`config.mk`:
```
export PLATFORM = sky130hd
export DESIGN_NAME = aperture_delay_and_sysref_window
export DESIGN_NICKNAME = d
export VERILOG_FILES = /design/src/hdl/aperture_delay_pkg.sv /design/src/hdl/aperture_delay_and_sysref_window.sv
export SDC_FILE = /design/constraint.sdc
export NUM_CORES = 1
export LEC_CHECK = 0
export BUFFER_PORTS_ARGS = -buffer_cell sky130_fd_sc_hd__buf_2
export CAP_MARGIN = 20
export CELL_PAD_IN_SITES_DETAIL_PLACEMENT = 1
export CELL_PAD_IN_SITES_GLOBAL_PLACEMENT = 2
export CORE_MARGIN = 2
export CORE_UTILIZATION = 30
export DETAILED_ROUTE_END_ITERATION = 10
export PLACE_DENSITY = 0.72
export SETUP_SLACK_MARGIN = 0.15
export SYNTH_ARGS = -nofsm -noshare
export SYNTH_HDL_FRONTEND = slang
export SYNTH_SLANG_ARGS = --single-unit
```
`constraint.sdc`:
```
create_clock -name clk -period 6.7 [get_ports clk]
set_input_delay 0.67 -clock clk [delete_from_list [all_inputs] [get_ports clk]]
set_output_delay 0.67 -clock clk [all_outputs]
set_load 0.01 [all_outputs]
```
`src/hdl/aperture_delay_pkg.sv`:
```
/*
 * constants for the aperture delay and sysref window block: delay code
 * widths, ramp timing, sysref sampling positions and delay scaling.
 * assumes one device clock domain and an active low asynchronous reset.
 */
package aperture_delay_pkg;

    // --------------------------------------------------------------
    // delay code layout
    // --------------------------------------------------------------
    localparam int DELAY_BITS      = 8;      // 256 settings each
    localparam int DELAY_SUM_BITS  = 32;     // summed delay, femtoseconds

    // scale of each delay in femtoseconds; plain defaults
    localparam logic [31:0] HALF_PERIOD_FS  = 32'h0000_0000 + 32'd25000000;
    localparam logic [31:0] COARSE_STEP_FS  = 32'd1000;
    localparam logic [31:0] FINE_STEP_FS    = 32'd20;

    // --------------------------------------------------------------
    // ramp timing
    // --------------------------------------------------------------
    localparam int          RAMP_PERIOD_CYCLES = 256; // cycles per step
    localparam logic [7:0]  RAMP_SLOW_STEP     = 8'h01;
    localparam logic [7:0]  RAMP_FAST_STEP     = 8'h04;

    // --------------------------------------------------------------
    // sysref window
    // --------------------------------------------------------------
    localparam int          POSITION_COUNT  = 24; // detector positions
    localparam int          SELECT_BITS     = 4;  // reaches positions 0..15
    localparam logic [1:0]  EDGES_FOR_VALID = 2'h3;
    localparam int          POSITION_LAST   = POSITION_COUNT - 1;

endpackage

```
`src/hdl/aperture_delay_and_sysref_window.sv`:
```
/*
 * aperture delay control with coarse ramping, plus sysref position
 * detector and sampling position selection.
 * assumes the delayed device clock phases are sampled by the analog
 * delay line and arrive as a vector synchronous to clk; the applied
 * delay codes drive the analog delay elements on the clock path.
 */
module aperture_delay_and_sysref_window
    import aperture_delay_pkg::*;
#(
    parameter int RAMP_PERIOD = aperture_delay_pkg::RAMP_PERIOD_CYCLES
) (
    input  wire logic                                 clk,
    input  wire logic                                 resetn,
    input  wire logic                                 clockInvertDelay,
    input  wire logic [aperture_delay_pkg::DELAY_BITS-1:0] coarseDelaySetting,
    input  wire logic                                 coarseDelayWrite,
    input  wire logic [aperture_delay_pkg::DELAY_BITS-1:0] fineDelaySetting,
    input  wire logic                                 delayRampEnable,
    input  wire logic                                 delayRampRateSelect,
    input  wire logic                                 singleChannelMode,
    input  wire logic [aperture_delay_pkg::POSITION_COUNT-1:0] sysrefPhase,
    input  wire logic [aperture_delay_pkg::SELECT_BITS-1:0] sysrefPositionSelect,
    output logic                                      appliedInvert,
    output logic [aperture_delay_pkg::DELAY_BITS-1:0] appliedCoarse,
    output logic [aperture_delay_pkg::DELAY_BITS-1:0] appliedFine,
    output logic [aperture_delay_pkg::DELAY_SUM_BITS-1:0] apertureDelay,
    output logic                                      rampBusy,
    output logic                                      bothEdgeSampling,
    output logic [aperture_delay_pkg::POSITION_COUNT-1:0] sysrefPositionStatus,
    output logic                                      sysrefPositionValid,
    output logic                                      sysrefCaptured
);
    import aperture_delay_pkg::*;

    // --------------------------------------------------------------
    // elaboration checks
    // --------------------------------------------------------------
    // tick counter is eight bits wide
    if (RAMP_PERIOD < 2 || RAMP_PERIOD > 256) begin : g_bad_period
        $error("RAMP_PERIOD must lie in 2..256");
    end

    localparam logic [7:0] TICK_LAST = 8'(RAMP_PERIOD - 1);

    // --------------------------------------------------------------
    // state
    // --------------------------------------------------------------
    typedef struct packed {
        logic                      inv;       // applied inversion
        logic [DELAY_BITS-1:0]     coarse;    // applied coarse code
        logic [DELAY_BITS-1:0]     target;    // last written coarse code
        logic [DELAY_BITS-1:0]     fine;      // applied fine code
        logic [7:0]                tick;      // ramp interval counter
        logic [DELAY_SUM_BITS-1:0] delaySum;  // total delay, fs
        logic                      both;      // dual edge sampling
        logic [POSITION_COUNT-1:0] prevPhase; // last phase samples
        logic [POSITION_COUNT-1:0] status;    // sticky violation map
        logic [1:0]                edges;     // saturating edge count
        logic                      capture;   // selected phase rose
    } state_s;

    state_s st;       // registered state
    state_s next_st;  // next state

    // --------------------------------------------------------------
    // next state
    // --------------------------------------------------------------
    always_comb begin
        logic [DELAY_BITS-1:0]     diff;
        logic [DELAY_BITS-1:0]     step;
        logic [POSITION_COUNT-1:0] flag;
        diff    = '0;
        step    = '0;
        flag    = '0;
        next_st = st;

        // inversion and fine codes follow their controls directly
        next_st.inv  = clockInvertDelay;
        next_st.fine = fineDelaySetting;

        // coarse path: immediate or ramped
        if (coarseDelayWrite) begin
            next_st.target = coarseDelaySetting;
            next_st.tick   = '0;                             // new ramp
            if (!delayRampEnable) begin
                next_st.coarse = coarseDelaySetting;
            end
        end else if (delayRampEnable && st.coarse != st.target) begin
            // jumps would glitch the internal clocks, so step slowly
            if (st.tick == TICK_LAST) begin
                next_st.tick = '0;
                step = delayRampRateSelect ? RAMP_FAST_STEP
                                           : RAMP_SLOW_STEP;
                if (st.coarse < st.target) begin
                    diff = st.target - st.coarse;
                    // clamp so the last step lands on target
                    next_st.coarse = st.coarse
                        + ((diff < step) ? diff : step);
                end else begin
                    diff = st.coarse - st.target;
                    next_st.coarse = st.coarse
                        - ((diff < step) ? diff : step);
                end
            end else begin
                next_st.tick = st.tick + 8'h01;
            end
        end else if (!delayRampEnable) begin
            // ramp switched off mid-way: settle on target at once
            next_st.coarse = st.target;
            next_st.tick   = '0;
        end else begin
            next_st.tick = '0;
        end

        // delays add; one figure steers every internal clock
        next_st.delaySum = (st.inv ? HALF_PERIOD_FS : 32'h0)
            + 32'(st.coarse) * COARSE_STEP_FS
            + 32'(st.fine) * FINE_STEP_FS;

        // sampling edges follow the channel mode
        next_st.both = singleChannelMode;

        // position detector: a transition between two neighbouring
        // phases puts both neighbours at risk of setup or hold trouble
        for (int i = 0; i < POSITION_LAST; i++) begin
            if (sysrefPhase[i] != sysrefPhase[i+1]) begin
                flag[i]   = 1'b1;
                flag[i+1] = 1'b1;
            end
        end
        next_st.status = st.status | flag;
        // edge positions have unknown margin
        next_st.status[0]             = 1'b1;
        next_st.status[POSITION_LAST] = 1'b1;
        next_st.prevPhase = sysrefPhase;

        // count sysref rising edges seen on the earliest phase
        if (sysrefPhase[0] && !st.prevPhase[0]
                && st.edges != EDGES_FOR_VALID) begin
            next_st.edges = st.edges + 2'h1;
        end

        // capture on the chosen delayed phase, one fixed clock later
        next_st.capture = sysrefPhase[sysrefPositionSelect]
            && !st.prevPhase[sysrefPositionSelect];
    end

    // --------------------------------------------------------------
    // state register
    // --------------------------------------------------------------
    always_ff @(posedge clk or negedge resetn) begin
        if (!resetn) begin
            st        <= '0;
            // only the edge positions start suspect; a fully set map
            // could never show a clear position, since it is sticky
            st.status[0]             <= 1'b1;
            st.status[POSITION_LAST] <= 1'b1;
        end else begin
            st <= next_st;
        end
    end

    // --------------------------------------------------------------
    // outputs
    // --------------------------------------------------------------
    assign appliedInvert        = st.inv;
    assign appliedCoarse        = st.coarse;
    assign appliedFine          = st.fine;
    assign apertureDelay        = st.delaySum;
    assign rampBusy             = st.coarse != st.target;
    assign bothEdgeSampling     = st.both;
    assign sysrefPositionStatus = st.status;
    assign sysrefPositionValid  = st.edges == EDGES_FOR_VALID;
    assign sysrefCaptured       = st.capture;
endmodule // aperture_delay_and_sysref_window

```
Word-level counts from Yosys, hierarchy flattened
Cells that the tools add are included.

word-level totals
  register bits after elaboration = 102
  input port bits = 51
  output and inout bits = 77
  word-level logic and storage cells = 103

operators by class
  add/subtract/negate cells = 8
  multiply operators = 2
  order comparisons = 4
  eq/ne operators = 30
  multiplexer cells = 40
  bitwise operators = 1
  reduce and logical (&&, ||, !) cells = 7

operator list
  cell                  count
  $mux 8                11
  $mux 2                22
  $add 26x13->27        1
  $add 25x18->26        1
  $mux 25               1
  $sub 8x8->8           3
  $ne 1x1->1            23
  $or 23x23->23         1
  $lt 8x3->1            2
  $mul 8x7->15 const B  1
  $mul 8x3->11 const B  1
  $add 8x1->8 const B   1
  $add 8x8->8           1
  $bmux 1 s4            2
  $eq 8x8->1 const B    1
  $lt 8x8->1            1
  $ne 8x8->1            1
  $lt 4x6->1 const B    1
  $logic_and 1x1->1     4
  $ne 2x2->1 const B    2
  $mux 1                3
  $mux 3                1
  $ne 3x2->1 const B    1
  $reduce_and 3->1      1
  other kinds (4)       5

Longest topological paths before layout
  word-level depth = 25
  depth in mapped cells = 23
  mapped depth without buffers = 23

Least setup slack after synthesis
OpenSTA, ideal clock, no wires.

  path kind = register to register
  from = register st, in the netlist appliedCoarse[1]
  to = register st, in the netlist apertureDelay[23]
  setup time = 119 ps
  arrival time = 5424 ps
  data required time = 6581 ps
  slack = 1157 ps
  stages on the path, launching flop included = 23
  buffers on the path = 0
  clock period less this slack = 5543 ps
  cells stage by stage = dfrtp_1 > inv_1 > fa_1 > fa_1 > inv_1 > fa_1 > inv_1 > fa_1 > inv_1 > ha_1 > a21boi_0 > o21ai_0 > nand2b_1 > xnor2_1 > fa_1 > inv_1 > ha_1 > nor3_1 > nand2_1 > o21ai_0 > o31ai_1 > and3_1 > o21a_1

RTL lines
  what                    RTL line                                 text
  from (decl)             aperture_delay_and_sysref_window.sv:63   state_s st;
  from (signal assigned)  aperture_delay_and_sysref_window.sv:160  st <= next_st;

==> out/results.ini <==
[sta]
fin_tns_setup_ps=0
clock_skew_ps=4.98
layout_worst_path_cycle_share=0.894
fin_crit_ps=5990
worst_slew_pin_slew_ps=678
finalSetupViolations=0
drv_slew=0
slew_headroom=0.547
max_freq_ghz=0.167
rsz0062_at_grt=false
finalHoldViolCount=0
fin_ws_ps=708

[cts]
holdBufCountCts=0
cts_setup_buffers=0
cts_root_buf=clkbuf_16
htree_levels=3
cts.clk_slew.worst_paths_ps=80
cts_tree=yes
clock_latency_ps=360
cts_sinks=98
clockBufferDepth=2
cts_made_buffers=9
cts_resized=0

[synth]
synthMuxAreaShare=0.0207
synth_ff_type=dfrtp_1
synthTopCellsByCount=ha_1, dfrtp_1, inv_1, buf_4, nand2_1
synth-adder-area-share=0.237
synthesis.area_mm2=0.00773
synth-seq-cells=98
synth_xor_area_frac=0.0532
yosys.cell_types.count=59
synth_edf_count=0
synth_top_family_by_area=adder cells
yosys.area.top_type=dfrtp_1
synth.top_cells.by_area=dfrtp_1, ha_1, fa_1
yosysMostFrequentCell=ha_1
netlist.area_leader.share=0.317
ys_async_sr_fraction=1.00
synth.avg_cell_area_um2=9.81
synthCells=788
yosysWarnings=0
yosysSeqAreaShare=0.317
synth_compound_area_frac=0.136
synthSimpleGateAreaFrac=0.119

[routing]
drt_first_iter_violations=223
wire_per_inst_um=15.8
viasPerCell=4.75
dr_total_vias=5602
drc_errors=0
first_pass_iters=4
drt-total-wl_um=18600
ant_nets=0

[setup_path]
worst_setup_path_start_kind=register
reg2reg_slack_ps=710
rr_endpoint=apertureDelay[23]$_DFF_PN0_
path_class=reg -> reg
critical_path_required_ps=6950
cp_max_fo=10
rr_worst_depth=22
arrival_ps=6250
timing.rr.start=appliedCoarse[1]$_DFFE_PN0P_
end_kind=register

[floorplan]
row_count=58
floorplan.initialDensity=0.306
die_w_um=165
die_y_um=165
pin_count=128
coreArea_mm2=0.0253
die_area_mm2=0.0271

[final_layout]
regArea_mm2=0.00245
syn_to_final_growth_pct=10.2
nFillCells=2948
finalNetCount=1025
antenna_cells=0
drive_above_1_share=0.178
multiInputGateArea_mm2=0.00442

[grt]
grt_pass1_wl_um=30400
grt-ovfl-total=0
track_usage=0.143
grt_pass1_vias=5861
grt_antenna_before_repair=0
grt_max_degree=52

[placed_design]
place_congestion=0.848
dp_hpwl_um=14800
port_buffers=116
dp_slack_ps=669

[run]
drv_cap=0

[worst_hold_path]
hp-class=in -> async

[outcome]
status=finished, final reports clean

-- routing by layer --
layer	global-route usage	vias up	share of wire
li1	-	2739	-
met1	0.195	2738	0.48
met2	0.231	108	0.44
met3	0.0301	17	0.057
met4	0.0391	0	0.017
met5	0	-	0
-- how the worst max path moves through the flow --
stage | start | end | slack [ps] | cells past startpoint
3_3_place_gp | appliedCoarse[1]$_DFFE_PN0P_ | apertureDelay[23]$_DFF_PN0_ | 730 | 22
3_5_place_dp | appliedCoarse[1]$_DFFE_PN0P_ | apertureDelay[23]$_DFF_PN0_ | 670 | 22
2_1_floorplan | appliedCoarse[1]$_DFFE_PN0P_ | apertureDelay[23]$_DFF_PN0_ | 1160 | 22
5_1_grt | appliedCoarse[1]$_DFFE_PN0P_ | apertureDelay[23]$_DFF_PN0_ | 300 | 22
6_report | appliedCoarse[1]$_DFFE_PN0P_ | apertureDelay[23]$_DFF_PN0_ | 710 | 22
4_1_cts | appliedCoarse[1]$_DFFE_PN0P_ | apertureDelay[23]$_DFF_PN0_ | 630 | 22
-- cells in the final DEF, fill, tap and decap left out, types with 19 or more instances in the layout --
| cell type | Yosys | layout |
|---|---|---|
| a21o_1 | 29 | 29 |
| a21oi_1 | 28 | 28 |
| buf_2 | 3 | 115 |
| dfrtp_1 | 98 | 98 |
| fa_1 | 29 | 29 |
| ha_1 | 100 | 100 |
| inv_1 | 81 | 81 |
| nand2_1 | 42 | 42 |
| nand3_1 | 33 | 33 |
| nor2_1 | 35 | 35 |
| o21ai_0 | 31 | 31 |
| or3_1 | 24 | 24 |
| xnor2_1 | 28 | 28 |
| xor2_1 | 19 | 19 |
-- cell families after synthesis --
logic type / Yosys count
flops: 98
compound gates: 152
fa+ha+maj: 129
buf+inv: 164
simple gates: 183
other cells: 2
mux: 13
xor+xnor: 47
-- metrics by stage --
stage          hold slack [ps]   util  std cells  area [um^2]
2_1_floorplan              374      -        797         7770
3_3_place_gp               434  0.325       1164         8200
3_5_place_dp               441  0.325       1164         8200
4_1_cts                    364  0.337       1180         8520
5_1_grt                    385  0.337       1180         8520
6_report                   342  0.337       1180         8520
-- registers in the layout (all words and copies together) (netlist names) --
name / count
apertureDelay: 23
st: 34
sysrefCaptured: 1
appliedCoarse: 8
appliedFine: 8
bothEdgeSampling: 1
sysrefPositionStatus: 22
appliedInvert: 1
-- area by class of cell --
type / count / share of cell area
Clock buffer: 9 / 0.0264
Multi-Input combinational cell: 535 / 0.518
Timing Repair Buffer: 120 / 0.0720
Clock inverter: 7 / 0.0112
Sequential cell: 98 / 0.288
Tap cell: 330 / 0.0485
Inverter: 81 / 0.0357
-- critical path, stage by stage (launching register included) --
cell,delay [ps]
dfrtp_1,590
inv_1,260
fa_1,540
fa_1,510
inv_1,50
fa_1,490
inv_1,50
fa_1,500
inv_1,40
ha_1,330
a21boi_0,150
o21ai_0,240
nand2b_1,100
xnor2_1,150
fa_1,510
inv_1,40
ha_1,230
nor3_1,250
nand2_1,80
o21ai_0,230
o31ai_1,160
and3_1,210
o21a_1,170
Power is not shown: default switching activity piles up to over one toggle a cycle in this logic, so the estimate is an artifact.
